<file path="config.mk">
export PLATFORM = sky130hd
export DESIGN_NAME = ufd_core
export DESIGN_NICKNAME = d
export VERILOG_FILES = /design/src/design/ufd_pkg.sv /design/src/design/ufd_core.sv /design/src/design/ufd_fifo.sv
export SDC_FILE = /design/constraint.sdc
export NUM_CORES = 1
export LEC_CHECK = 0
export BUFFER_PORTS_ARGS = -buffer_cell sky130_fd_sc_hd__buf_2
export CAP_MARGIN = 20
export CORE_MARGIN = 1.5
export CORE_UTILIZATION = 50
export CTS_CLUSTER_SIZE = 25
export DETAILED_ROUTE_END_ITERATION = 8
export GPL_TIMING_DRIVEN = 0
export HOLD_SLACK_MARGIN = 0.12
export PLACE_DENSITY = 0.67
export SKIP_CTS_REPAIR_TIMING = 1
export SLEW_MARGIN = 20
export SYNTH_ARGS = -nofsm -noshare
export SYNTH_HDL_FRONTEND = slang
export SYNTH_HIERARCHICAL = 1
export SYNTH_SLANG_ARGS = --single-unit
</file>
<file path="constraint.sdc">
create_clock -name core_clk_in -period 4.5 [get_ports core_clk_in]
set_input_delay 0 -clock core_clk_in [delete_from_list [all_inputs] [get_ports core_clk_in]]
set_output_delay 0 -clock core_clk_in [all_outputs]
set_load 0.05 [all_outputs]
</file>
<file path="src/design/ufd_pkg.sv">
// Constants shared by the FIFO signalling block: addresses, fields, codes and reset values
package ufd_pkg;
    // Register addresses on the three-bit parallel bus
    localparam logic [2:0] ADDR_DATA    = 3'h0;
    localparam logic [2:0] ADDR_IMASK      = 3'h1;
    localparam logic [2:0] ADDR_IDENT_CTRL = 3'h2;
    localparam logic [2:0] ADDR_LSTAT      = 3'h5;

    // fifo_control_reg fields
    localparam int FCTL_EN_BIT    = 0;
    localparam int FCTL_RXCLR_BIT = 1;
    localparam int FCTL_TXCLR_BIT = 2;
    localparam int FCTL_DMA_BIT   = 3;
    localparam int FCTL_TRIG_LSB  = 6;
    localparam int FCTL_TRIG_MSB  = 7;

    // interrupt_mask_reg fields
    localparam int IMASK_RX_BIT   = 0;
    localparam int IMASK_TXE_BIT  = 1;
    localparam int IMASK_LINE_BIT = 2;

    // Receive trigger levels in characters
    localparam logic [4:0] TRIG_LVL0 = 5'h01;
    localparam logic [4:0] TRIG_LVL1 = 5'h04;
    localparam logic [4:0] TRIG_LVL2 = 5'h08;
    localparam logic [4:0] TRIG_LVL3 = 5'h0E;

    // interrupt_ident_reg codes, bits 3:0
    localparam logic [3:0] IDENT_NONE   = 4'h1;
    localparam logic [3:0] IDENT_LINE   = 4'h6;
    localparam logic [3:0] IDENT_RXDATA = 4'h4;
    localparam logic [3:0] IDENT_RXTMO  = 4'hC;
    localparam logic [3:0] IDENT_TXE    = 4'h2;

    // Values after reset
    localparam logic [3:0] IMASK_RST    = 4'h0;
    localparam logic       FIFO_EN_RST  = 1'b0;
    localparam logic       DMA_RST      = 1'b0;
    localparam logic [1:0] TRIG_SEL_RST = 2'h0;
    localparam logic [7:0] RDATA_RST   = 8'h00;

    // Receive request state for block DMA mode
    typedef enum logic {
        RXREQ_IDLE   = 1'b0,
        RXREQ_ACTIVE = 1'b1
    } ufd_rxreq_e;
endpackage

</file>
<file path="src/design/ufd_core.sv">
// Serial port FIFO, interrupt identity, line status and DMA request signalling
// Function
// - Receive interrupt while count at or above threshold
// - Identity reports receive data, clears with interrupt
// - Data-ready set on push, clear when empty
// - All interrupt enables cleared gives polled mode
// - Line status bits report errors and empties
// - Mode 0 transmit request low when transmit queue empty
// - Mode 0 receive request low when character loaded
// - Mode 1 transmit interrupt when any space free
// - Mode 1 receive interrupt at threshold, keep filling
// - Mode 1 receive request low at or above threshold
// - Control bits 7:6 select receive threshold
// - Control bit 3 selects DMA mode, default 0
// - Mode 0 transmit request low only when empty
// - Mode 0 receive request low while data held
// - Mode 1 transmit request high only when full
// - Mode 1 receive request until FIFO emptied
// - Threshold codes give 1, 4, 8, 14 bytes
// - Control writes without enable bit clear the enable, keep mode and threshold
// - Receive time-out reported as code 1100
`timescale 1ns/1ps
module ufd_core #(
    parameter int DEPTH = 16
) (
    input  wire logic       core_clk_in,
    input  wire logic       resetn_in,
    input  wire logic       cs_in,
    input  wire logic       rd_in,
    input  wire logic       wr_in,
    input  wire logic [2:0] addr_in,
    input  wire logic [7:0] wdata_in,
    output logic      [7:0] rdata_out,
    input  wire logic       rx_push_in,
    input  wire logic [7:0] rx_data_in,
    input  wire logic       rx_perr_in,
    input  wire logic       rx_ferr_in,
    input  wire logic       rx_brk_in,
    input  wire logic       rx_timeout_in,
    input  wire logic       tx_shift_ready_in,
    input  wire logic       tx_shift_empty_in,
    output logic            tx_load_out,
    output logic      [7:0] tx_data_out,
    output logic            int_out,
    output logic            tx_dma_request_n_out,
    output logic            rx_dma_request_n_out
);
    localparam int CW = $clog2(DEPTH+1);

    // Threshold of 14 and pointer wrap need a power-of-two depth of 16 or more
    if (DEPTH < 16 || (1 << $clog2(DEPTH)) != DEPTH) begin : g_chk
        $error("ufd_core: DEPTH must be a power of two, at least 16");
    end

    typedef struct packed {
        logic [3:0]          imask;
        logic                fifo_en;
        logic                dma_mode;
        logic [1:0]          trig_sel;
        logic [3:0]          line_err;   // break, framing, parity, overrun
        logic                fifo_err;
        logic                tmo;
        logic                thre_src;
        logic                thre_pend;
        ufd_pkg::ufd_rxreq_e rxreq;
        logic [7:0]        rdata;
        logic              tx_load;
        logic [7:0]        tx_data;
        logic              irq;
        logic              tx_req_n;
        logic              rx_req_n;
    } ufd_core_s;

    ufd_core_s q;
    ufd_core_s d;

    // Trigger level decode
    function automatic logic [CW-1:0] trig_level(input logic [1:0] sel);
        unique case (sel)
            2'h0: trig_level = CW'(ufd_pkg::TRIG_LVL0);
            2'h1: trig_level = CW'(ufd_pkg::TRIG_LVL1);
            2'h2: trig_level = CW'(ufd_pkg::TRIG_LVL2);
            2'h3: trig_level = CW'(ufd_pkg::TRIG_LVL3);
        endcase
    endfunction

    logic [10:0]   rx_head;
    logic [7:0]    tx_head;
    logic [CW-1:0] rx_cnt;
    logic [CW-1:0] tx_cnt;
    logic [CW-1:0] limit;
    logic          rd_evt, wr_evt, fctl_wr, ident_rd, lstat_rd;
    logic          rx_full, tx_full, rx_trig, rx_pop, tx_push, tx_pop, rx_ok;
    logic          rx_clr, tx_clr, rx_level_int, tmo_int, line_int, thre_int, thre_rise;
    logic [3:0]    ident_code;
    logic [3:0]    new_err;

    ufd_fifo #(.WIDTH(11), .DEPTH(DEPTH)) u_rx_fifo (
        .core_clk_in (core_clk_in),
        .resetn_in   (resetn_in),
        .clear_in    (rx_clr),
        .push_in     (rx_ok),
        .wdata_in    ({rx_brk_in, rx_ferr_in, rx_perr_in, rx_data_in}),
        .pop_in      (rx_pop),
        .rdata_out   (rx_head),
        .count_out   (rx_cnt)
    );

    ufd_fifo #(.WIDTH(8), .DEPTH(DEPTH)) u_tx_fifo (
        .core_clk_in (core_clk_in),
        .resetn_in   (resetn_in),
        .clear_in    (tx_clr),
        .push_in     (tx_push),
        .wdata_in    (wdata_in),
        .pop_in      (tx_pop),
        .rdata_out   (tx_head),
        .count_out   (tx_cnt)
    );

    always_comb begin
        rd_evt  = cs_in & rd_in;
        wr_evt  = cs_in & wr_in;
        fctl_wr  = wr_evt & (addr_in == ufd_pkg::ADDR_IDENT_CTRL);
        ident_rd = rd_evt & (addr_in == ufd_pkg::ADDR_IDENT_CTRL);
        lstat_rd = rd_evt & (addr_in == ufd_pkg::ADDR_LSTAT);
        // Without FIFOs each queue behaves as a single holding register
        limit   = q.fifo_en ? CW'(DEPTH) : CW'(1);
        rx_full = rx_cnt >= limit;
        tx_full = tx_cnt >= limit;
        rx_trig = q.fifo_en & (rx_cnt >= trig_level(q.trig_sel));
        rx_ok   = rx_push_in & ~rx_full;
        rx_pop  = rd_evt & (addr_in == ufd_pkg::ADDR_DATA) & (rx_cnt != '0);
        tx_push = wr_evt & (addr_in == ufd_pkg::ADDR_DATA) & ~tx_full;
        tx_pop  = tx_shift_ready_in & (tx_cnt != '0) & ~q.tx_load;
        // Changing the enable bit flushes both queues
        rx_clr  = fctl_wr & ((wdata_in[ufd_pkg::FCTL_EN_BIT] & wdata_in[ufd_pkg::FCTL_RXCLR_BIT])
                  | (wdata_in[ufd_pkg::FCTL_EN_BIT] != q.fifo_en));
        tx_clr  = fctl_wr & ((wdata_in[ufd_pkg::FCTL_EN_BIT] & wdata_in[ufd_pkg::FCTL_TXCLR_BIT])
                  | (wdata_in[ufd_pkg::FCTL_EN_BIT] != q.fifo_en));
        new_err = {rx_brk_in, rx_ferr_in, rx_perr_in, rx_push_in & rx_full} & {4{rx_push_in}};

        rx_level_int = q.imask[ufd_pkg::IMASK_RX_BIT]
                       & (q.fifo_en ? rx_trig : (rx_cnt != '0));
        tmo_int      = q.imask[ufd_pkg::IMASK_RX_BIT] & q.tmo;
        line_int     = q.imask[ufd_pkg::IMASK_LINE_BIT] & (|q.line_err);
        thre_int     = q.imask[ufd_pkg::IMASK_TXE_BIT] & q.thre_pend;

        if (line_int) begin
            ident_code = ufd_pkg::IDENT_LINE;
        end else if (rx_level_int) begin
            ident_code = ufd_pkg::IDENT_RXDATA;
        end else if (tmo_int) begin
            ident_code = ufd_pkg::IDENT_RXTMO;
        end else if (thre_int) begin
            ident_code = ufd_pkg::IDENT_TXE;
        end else begin
            ident_code = ufd_pkg::IDENT_NONE;
        end

        d = q;
        if (wr_evt && addr_in == ufd_pkg::ADDR_IMASK) begin
            d.imask = wdata_in[3:0];
        end
        // Bits 5:4 are not stored; software keeps them zero
        if (fctl_wr) begin
            d.fifo_en = wdata_in[ufd_pkg::FCTL_EN_BIT];
            if (wdata_in[ufd_pkg::FCTL_EN_BIT]) begin
                d.dma_mode = wdata_in[ufd_pkg::FCTL_DMA_BIT];
                d.trig_sel = wdata_in[ufd_pkg::FCTL_TRIG_MSB:ufd_pkg::FCTL_TRIG_LSB];
            end
        end

        // Error flags: a new error wins over the clearing read
        d.line_err = new_err | (q.line_err & {4{~lstat_rd}});
        d.fifo_err = (q.fifo_en & (|new_err[3:1])) | (q.fifo_err & ~lstat_rd);
        d.tmo      = (rx_timeout_in & q.fifo_en) | (q.tmo & ~rx_pop & ~rx_clr);

        // Transmit interrupt source: any free slot in block mode, else empty
        d.thre_src = (q.fifo_en & q.dma_mode) ? ~tx_full : (tx_cnt == '0);
        thre_rise  = d.thre_src & ~q.thre_src;
        d.thre_pend = d.thre_src
                      & (thre_rise | (q.thre_pend & ~(ident_rd & ident_code == ufd_pkg::IDENT_TXE)));

        unique case (q.rxreq)
            ufd_pkg::RXREQ_IDLE: begin
                if (rx_trig || q.tmo) begin
                    d.rxreq = ufd_pkg::RXREQ_ACTIVE;
                end
            end
            ufd_pkg::RXREQ_ACTIVE: begin
                if (rx_cnt == '0) begin
                    d.rxreq = ufd_pkg::RXREQ_IDLE;
                end
            end
        endcase

        if (q.fifo_en && q.dma_mode) begin
            d.tx_req_n = tx_full;
            d.rx_req_n = ~(rx_trig | q.tmo
                           | (q.rxreq == ufd_pkg::RXREQ_ACTIVE && rx_cnt != '0));
        end else begin
            d.tx_req_n = (tx_cnt != '0);
            d.rx_req_n = (rx_cnt == '0);
        end

        // Polled mode is simply every enable bit clear
        d.irq = line_int | rx_level_int | tmo_int | thre_int;

        d.tx_load = tx_pop;
        if (tx_pop) begin
            d.tx_data = tx_head;
        end

        if (rd_evt) begin
            unique case (addr_in)
                ufd_pkg::ADDR_DATA:    d.rdata = rx_head[7:0];
                ufd_pkg::ADDR_IMASK:      d.rdata = {4'h0, q.imask};
                ufd_pkg::ADDR_IDENT_CTRL: d.rdata = {q.fifo_en, q.fifo_en, 2'h0, ident_code};
                ufd_pkg::ADDR_LSTAT:      d.rdata = {q.fifo_err,
                                                  (tx_cnt == '0) & tx_shift_empty_in & ~q.tx_load,
                                                  (tx_cnt == '0),
                                                  q.line_err,
                                                  (rx_cnt != '0)};
                default:               d.rdata = 8'h00;
            endcase
        end
    end

    always_ff @(posedge core_clk_in or negedge resetn_in) begin
        if (!resetn_in) begin
            q           <= '0;
            q.imask     <= ufd_pkg::IMASK_RST;
            q.fifo_en   <= ufd_pkg::FIFO_EN_RST;
            q.dma_mode  <= ufd_pkg::DMA_RST;
            q.trig_sel  <= ufd_pkg::TRIG_SEL_RST;
            q.rxreq     <= ufd_pkg::RXREQ_IDLE;
            q.rdata     <= ufd_pkg::RDATA_RST;
            q.tx_req_n  <= 1'b0;
            q.rx_req_n  <= 1'b1;
        end else begin
            q <= d;
        end
    end

    assign rdata_out            = q.rdata;
    assign tx_load_out          = q.tx_load;
    assign tx_data_out          = q.tx_data;
    assign int_out              = q.irq;
    assign tx_dma_request_n_out = q.tx_req_n;
    assign rx_dma_request_n_out = q.rx_req_n;

    rx_int_level_a: assert property (@(posedge core_clk_in) disable iff (!resetn_in)
        q.fifo_en && q.imask[ufd_pkg::IMASK_RX_BIT] && rx_trig |=> int_out)
        else $error("receive interrupt missing at threshold");
    ident_rx_code_a: assert property (@(posedge core_clk_in) disable iff (!resetn_in)
        ident_rd && rx_level_int && !line_int |=> rdata_out[3:0] == 4'h4)
        else $error("identity does not report receive data");
    data_ready_a: assert property (@(posedge core_clk_in) disable iff (!resetn_in)
        lstat_rd |=> rdata_out[0] == ($past(rx_cnt) != '0))
        else $error("data ready bit disagrees with receive count");
    polled_quiet_a: assert property (@(posedge core_clk_in) disable iff (!resetn_in)
        q.imask == 4'h0 |=> !int_out)
        else $error("interrupt raised with all enables clear");
    tx_req_mode0_a: assert property (@(posedge core_clk_in) disable iff (!resetn_in)
        !(q.fifo_en && q.dma_mode) |=> tx_dma_request_n_out == ($past(tx_cnt) != '0))
        else $error("mode 0 transmit request wrong");
    tx_req_mode1_a: assert property (@(posedge core_clk_in) disable iff (!resetn_in)
        q.fifo_en && q.dma_mode |=> tx_dma_request_n_out == $past(tx_full))
        else $error("mode 1 transmit request wrong");
    rx_req_mode0_a: assert property (@(posedge core_clk_in) disable iff (!resetn_in)
        !(q.fifo_en && q.dma_mode) && rx_cnt != '0 |=> !rx_dma_request_n_out)
        else $error("mode 0 receive request not asserted");
    rx_req_mode1_a: assert property (@(posedge core_clk_in) disable iff (!resetn_in)
        q.fifo_en && q.dma_mode && rx_trig |=> !rx_dma_request_n_out)
        else $error("mode 1 receive request not held above threshold");
    fcr_ignore_a: assert property (@(posedge core_clk_in) disable iff (!resetn_in)
        fctl_wr && !wdata_in[0] |=> !q.fifo_en && $stable(q.dma_mode) && $stable(q.trig_sel))
        else $error("control bits taken without enable");
    trig_sel_wr_a: assert property (@(posedge core_clk_in) disable iff (!resetn_in)
        fctl_wr && wdata_in[0] |=> q.trig_sel == $past(wdata_in[7:6])
            && q.dma_mode == $past(wdata_in[3]))
        else $error("threshold or mode select not stored");
    ident_tmo_a: assert property (@(posedge core_clk_in) disable iff (!resetn_in)
        ident_rd && tmo_int && !rx_level_int && !line_int |=> rdata_out[3:0] == 4'hC)
        else $error("time-out code not reported");
endmodule // ufd_core

</file>
<file path="src/design/ufd_fifo.sv">
// Flip-flop FIFO with synchronous clear, used for both receive and transmit queues
`timescale 1ns/1ps
module ufd_fifo #(
    parameter int WIDTH = 8,
    parameter int DEPTH = 16
) (
    input  wire logic                       core_clk_in,
    input  wire logic                       resetn_in,
    input  wire logic                       clear_in,
    input  wire logic                       push_in,
    input  wire logic [WIDTH-1:0]           wdata_in,
    input  wire logic                       pop_in,
    output logic      [WIDTH-1:0]           rdata_out,
    output logic      [$clog2(DEPTH+1)-1:0] count_out
);
    localparam int AW = $clog2(DEPTH);

    if (DEPTH < 2 || (1 << AW) != DEPTH) begin : g_chk
        $error("ufd_fifo: DEPTH must be a power of two, at least 2");
    end

    typedef struct packed {
        logic [DEPTH-1:0][WIDTH-1:0] mem;
        logic [AW-1:0]               rd_ptr;
        logic [AW-1:0]               wr_ptr;
        logic [AW:0]                 count;
    } ufd_fifo_s;

    ufd_fifo_s q;
    ufd_fifo_s d;

    // Caller guards push against full and pop against empty
    always_comb begin
        d = q;
        if (clear_in) begin
            d.rd_ptr = '0;
            d.wr_ptr = '0;
            d.count  = '0;
        end else begin
            if (push_in) begin
                d.mem[q.wr_ptr] = wdata_in;
                d.wr_ptr        = q.wr_ptr + AW'(1);
            end
            if (pop_in) begin
                d.rd_ptr = q.rd_ptr + AW'(1);
            end
            unique case ({push_in, pop_in})
                2'b10:   d.count = q.count + (AW+1)'(1);
                2'b01:   d.count = q.count - (AW+1)'(1);
                default: d.count = q.count;
            endcase
        end
    end

    always_ff @(posedge core_clk_in or negedge resetn_in) begin
        if (!resetn_in) begin
            q <= '0;
        end else begin
            q <= d;
        end
    end

    assign rdata_out = q.mem[q.rd_ptr];
    assign count_out = q.count;
endmodule // ufd_fifo

</file>
-- Word level (Yosys, flattened, before mapping)
Index checks and enable logic that the tools add are counted.
- add/sub/neg operators: 8
- magnitude comparators: 9
- equal/unequal tests: 12
- mux-type cells: 31
- bitwise operators: 58
- reduce and logical (&&, ||, !) cells: 23
- operators by type and width (operator ; count):
    176-bit bitwise mux ; 1
    128-bit bitwise mux ; 1
    11-bit binary-select mux with 4-bit select ; 1
    11-bit demux with 4-bit select ; 1
    1-bit AND ; 34
    8-bit binary-select mux with 4-bit select ; 1
    8-bit demux with 4-bit select ; 1
    8-bit one-hot mux with 4 select lines ; 1
    4-bit 2-to-1 mux ; 7
    13-bit 2-to-1 mux ; 2
    8-bit 2-to-1 mux ; 3
    4-bit by 5-bit less-than comparator with 1-bit output (second input constant) ; 4
    5-bit one-hot mux with 2 select lines ; 2
    5-bit one-hot mux with 4 select lines ; 1
    4-bit by 1-bit adder with 4-bit output (second input constant) ; 4
    5-bit greater-or-equal comparator ; 3
    11-bit 2-to-1 mux ; 1
    1-bit inverter ; 11
    5-bit by 1-bit adder with 5-bit output (second input constant) ; 2
    5-bit zero test ; 2
    1-bit OR ; 10
    5-bit nonzero test ; 2
    5-bit by 1-bit subtractor with 5-bit output (second input constant) ; 2
    4-bit AND ; 2
    22 further kinds ; 42
- bits in registers: 367
- input bits: 31
- output and inout bits: 20
- word-level logic and storage cells: 195

-- Longest topological paths before layout
- depth in word-level cells: 14
- depth in mapped cells: 15
- mapped depth without buffers: 12

-- By module
The synthesis kept the hierarchy.
- modules (own cells, without submodules) (module ; instances ; cells an instance ; area an instance (um^2) ; sequential area each (um^2)):
    ufd_fifo at u_rx_fifo ; 1 ; 582 ; 8976.1 ; 4729.5
    ufd_fifo at u_tx_fifo ; 1 ; 444 ; 6662.6 ; 3528.4
    ufd_core ; 1 ; 206 ; 2172.1 ; 927.1

-- Worst setup path after synthesis
OpenSTA, ideal clock, no wires.
- path type: register to register
- start point: reg u_rx_fifo.q (netlist bit u_rx_fifo/count_out[1])
- end point: reg u_rx_fifo.q (netlist bit u_rx_fifo/count_out[4])
- library setup time: 0.125 ns
- data arrival time: 2.705 ns
- required time: 4.375 ns
- path slack: 1.671 ns
- stages on the path, launching flop included: 11
- buffers on the path: 1
- period minus slack after synthesis: 2.829 ns
- cells stage by stage: dfrtp_1 buf_4 nor3_1 and2_1 nor4_1 nand2b_1 xnor2_1 ha_1 o31a_1 o32ai_1 mux2_2
- elaborated cells between the ends (all ways): 12
- classes of those cells: add/sub (2); order compare (1); eq/ne (2); mux (2); bitwise (3); reduce/logical (2)
- RTL lines (element ; line ; RTL):
    from (decl) ; ufd_fifo.sv:29 ; ufd_fifo_s q;
    from (signal assigned) ; ufd_fifo.sv:57 ; q <= '0;
    from (signal assigned) ; ufd_fifo.sv:59 ; q <= d;
    5-bit nonzero test (*) ; ufd_core.sv:132 ; rx_pop = rd_evt & (addr_in == ufd_pkg::ADDR_DATA) & (rx_cnt != '0);
    1-bit AND (*) ; ufd_core.sv:132 ;
    via rx_pop ; ufd_core.sv:93 ; logic rx_full, tx_full, rx_trig, rx_pop, tx_push, tx_pop, rx_ok;
    2-bit by 1-bit == test with 1-bit output / 2-bit == test (equally long branches) ; ufd_fifo.sv:47 ; unique case ({push_in, pop_in})
    5-bit one-hot mux with 2 select lines ; ufd_fifo.sv:47 ;
    13-bit 2-to-1 mux ; ufd_fifo.sv:35 ; if (clear_in) begin
The timed path passes the listed nets; every way through them passes the cells marked *.
A chain may end at the register's enable or synchronous reset.

-- Final worst setup path
- start point: reg u_rx_fifo.q (netlist bit u_rx_fifo/count_out[1])
- end point: reg u_rx_fifo.q (netlist bit u_rx_fifo/count_out[4])
- cells in the longest elaborated chain, start to end: 6
- elaborated cells between the ends (all ways): 12
- classes of those cells: add/sub (2); order compare (1); eq/ne (2); mux (2); bitwise (3); reduce/logical (2)
- ends and longest elaborated chain (element ; line ; RTL):
    5-bit greater-or-equal comparator (*) ; ufd_core.sv:128 ; rx_full = rx_cnt >= limit;
    1-bit inverter (*) ; ufd_core.sv:131 ; rx_ok = rx_push_in & ~rx_full;
    1-bit AND (*) ; ufd_core.sv:131 ;
    via rx_ok ; ufd_core.sv:93 ;
    2-bit by 1-bit == test with 1-bit output / 2-bit == test (equally long branches) ; ufd_fifo.sv:47 ;
    5-bit one-hot mux with 2 select lines ; ufd_fifo.sv:47 ;
    13-bit 2-to-1 mux ; ufd_fifo.sv:35 ;
Marks and branches as above.

==> flow_summary.ini <==
[yosys]
ys_warn_count = 6
synth_nets = 1165
synthesis.area_mm2 = 0.0157
syn_inst = 1112
syn_avg_cell_area_um2 = 14.1

[critical_path]
cp-start-kind = register
worst-setup-path-type = register to register
required_ns = 4.90
rr_worst_depth = 12
reg2reg_from = u_rx_fifo/count_out[1]$_DFFE_PN0P_
worstReg2RegEnd = u_rx_fifo/count_out[4]$_DFFE_PN0P_
cp_max_fo = 10
end_kind = register
crit_arrival_ns = 3.68
regToRegSetupSlack_ns = 1.22

[grt]
grt.total_usage = 0.223
grt_pass1_vias = 9787
grt_max_degree = 90
grt_first_pass_wirelength_um = 56600
antenna_found_initial = 1
grt_overflow = 0

[power_and_ir_drop]
vdd_drop_max_mv = 0.363
power.density_mw_per_mm2 = 562
leakagePower_uw = 0.00866
finalPower_uw = 10200

[clock_network]
clock_latency_ns = 0.52
tritoncts = done
numCtsBuffers = 36
clock_sinks = 319
path_clk_slew_ns = 0.06
clock_path_buffers = 3
cts_root_buf = clkbuf_16
cts_max_level = 2

[sta]
fin_crit_sh = 0.729
setup-violations-final = 0
rsz0062_at_grt = no
maxSlewHeadroom = 0.462
tns_ns = 0
max_freq_mhz = 305
setup_ws_ns = 1.22
period_needed_ns = 3.28
fin_skew_ns = 0.0235
slew_violations = 0
tightest_slew_ns = 0.807
hold_viol = 0

[drt]
detail-route-antenna-nets = 0
finalWirelength_um = 35700
drc = 6
wl_per_cell_um = 21.5
drtIter0Drc = 668
vias_per_cell = 5.80
num_vias = 9641
dr.pass1.iters = 7

[min_path]
hp-class = input pin to register
min_to = rdata_out[1]$_DFFE_PN0P_
min_from = cs_in
min_path_cells = 4

[place]
place_hpwl_um = 24100
port_buffers = 50
preCtsSetupSlack_ns = 0.989
gp_congestion = 0.866
placed_area_mm2 = 0.0165

[cells_and_area]
layout.nets = 1293
area_growth_syn_to_layout_pct = 15.3
nFillCells = 2504
drive_above_1_share = 0.424
final_cell_area_mm2 = 0.0181

[floorplan]
start_util = 0.511
die_w_um = 180
fp.coreArea_mm2 = 0.0307
dieArea_mm2 = 0.0325
rows = 64
io_pins = 51
die_h_um = 180

[status]
status = finished with violations
violations = design-rule violations

[flow_run]
maxCapViolations = 0
flip-flops by register name, summed over array words and instances, names as in the netlist:
signal	count
u_rx_fifo/q	136
u_tx_fifo/q	136
q	17
rdata_out	8
tx_data_out	8
u_rx_fifo/count_out	5
u_tx_fifo/count_out	5
int_out	1
rx_dma_request_n_out	1
tx_dma_request_n_out	1
tx_load_out	1
where the power goes:
part / switching, uW / internal, uW / total [uW]
Combinational: 1610 / 1670 / 3270
Clock: 1150 / 1720 / 2870
Sequential: 444 / 3590 / 4030
Total: 3200 / 6980 / 10200
worst max-delay path: stages (launching register included):
cell      delay (ns)
dfrtp_1         0.45
buf_4           0.17
nor3_1          0.50
nand3b_1        0.15
a21o_1          0.21
nor2_1          0.07
buf_2           0.20
nand2b_1        0.19
xnor2_1         0.09
ha_1            0.23
o31a_1          0.25
o32ai_1         0.29
mux2_2          0.38
layer usage:
layer,up-vias,global-route usage,wire [um]
met3,54,0.0477,2130
met1,5024,0.327,16300
li1,4332,-,-
met4,0,0.0558,728
met5,-,0,0
met2,231,0.340,16500
layout by cell type (no fill, tap or decap), types with 15 or more instances in the layout:
cell / count
buf_4: 36
mux4_2: 48
clkbuf_1: 32
ha_1: 22
nand2_1: 55
a22oi_1: 35
mux2_4: 24
dlygate4sd3_1: 36
clkbuf_16: 36
buf_2: 76
dfrtp_1: 318
mux4_1: 15
mux2_2: 249
inv_1: 20
nor2_1: 39
worst max-delay path by stage:
| stage | startpoint | end | slack, ns | cells past startpoint |
|---|---|---|---|---|
| after floorplan | u_rx_fifo/count_out[1]$_DFFE_PN0P_ | u_rx_fifo/count_out[4]$_DFFE_PN0P_ | 1.67 | 10 |
| after global placement | resetn_in | tx_data_out[5]$_DFFE_PN0P_ | -2.70 | 1 |
| after detailed placement | u_rx_fifo/count_out[1]$_DFFE_PN0P_ | u_rx_fifo/count_out[4]$_DFFE_PN0P_ | 0.99 | 10 |
| after CTS | u_rx_fifo/count_out[1]$_DFFE_PN0P_ | u_rx_fifo/count_out[4]$_DFFE_PN0P_ | 0.93 | 10 |
| after global routing | q[32]$_DFFE_PN0P_ | u_tx_fifo/count_out[4]$_DFFE_PN0P_ | 1.07 | 15 |
| final | u_rx_fifo/count_out[1]$_DFFE_PN0P_ | u_rx_fifo/count_out[4]$_DFFE_PN0P_ | 1.22 | 12 |
area by class of cell:
cell class              instances  area (um^2)  share of cell area
diodes                          1         2.50            0.000138
plain buffers                 105          657              0.0363
clock buffers                  49         1030              0.0569
clock inverters                13          138             0.00760
inverters                      20         75.1             0.00415
multi-input cells             668         7000               0.386
flip-flops and latches        319         7980               0.441
well taps                     396          495              0.0274
repair buffers                 90          731              0.0404
through the flow:
step           hold slack, ns   util  instances
6_report               0.0409  0.589       1661
5_1_grt                 0.126  0.589       1661
4_1_cts                -0.580  0.576       1623
3_5_place_dp          -0.0195  0.538       1561
3_3_place_gp            0.234  0.535       1558
2_1_floorplan          -0.296      -       1112
Power figures use the tool's default switching activity.
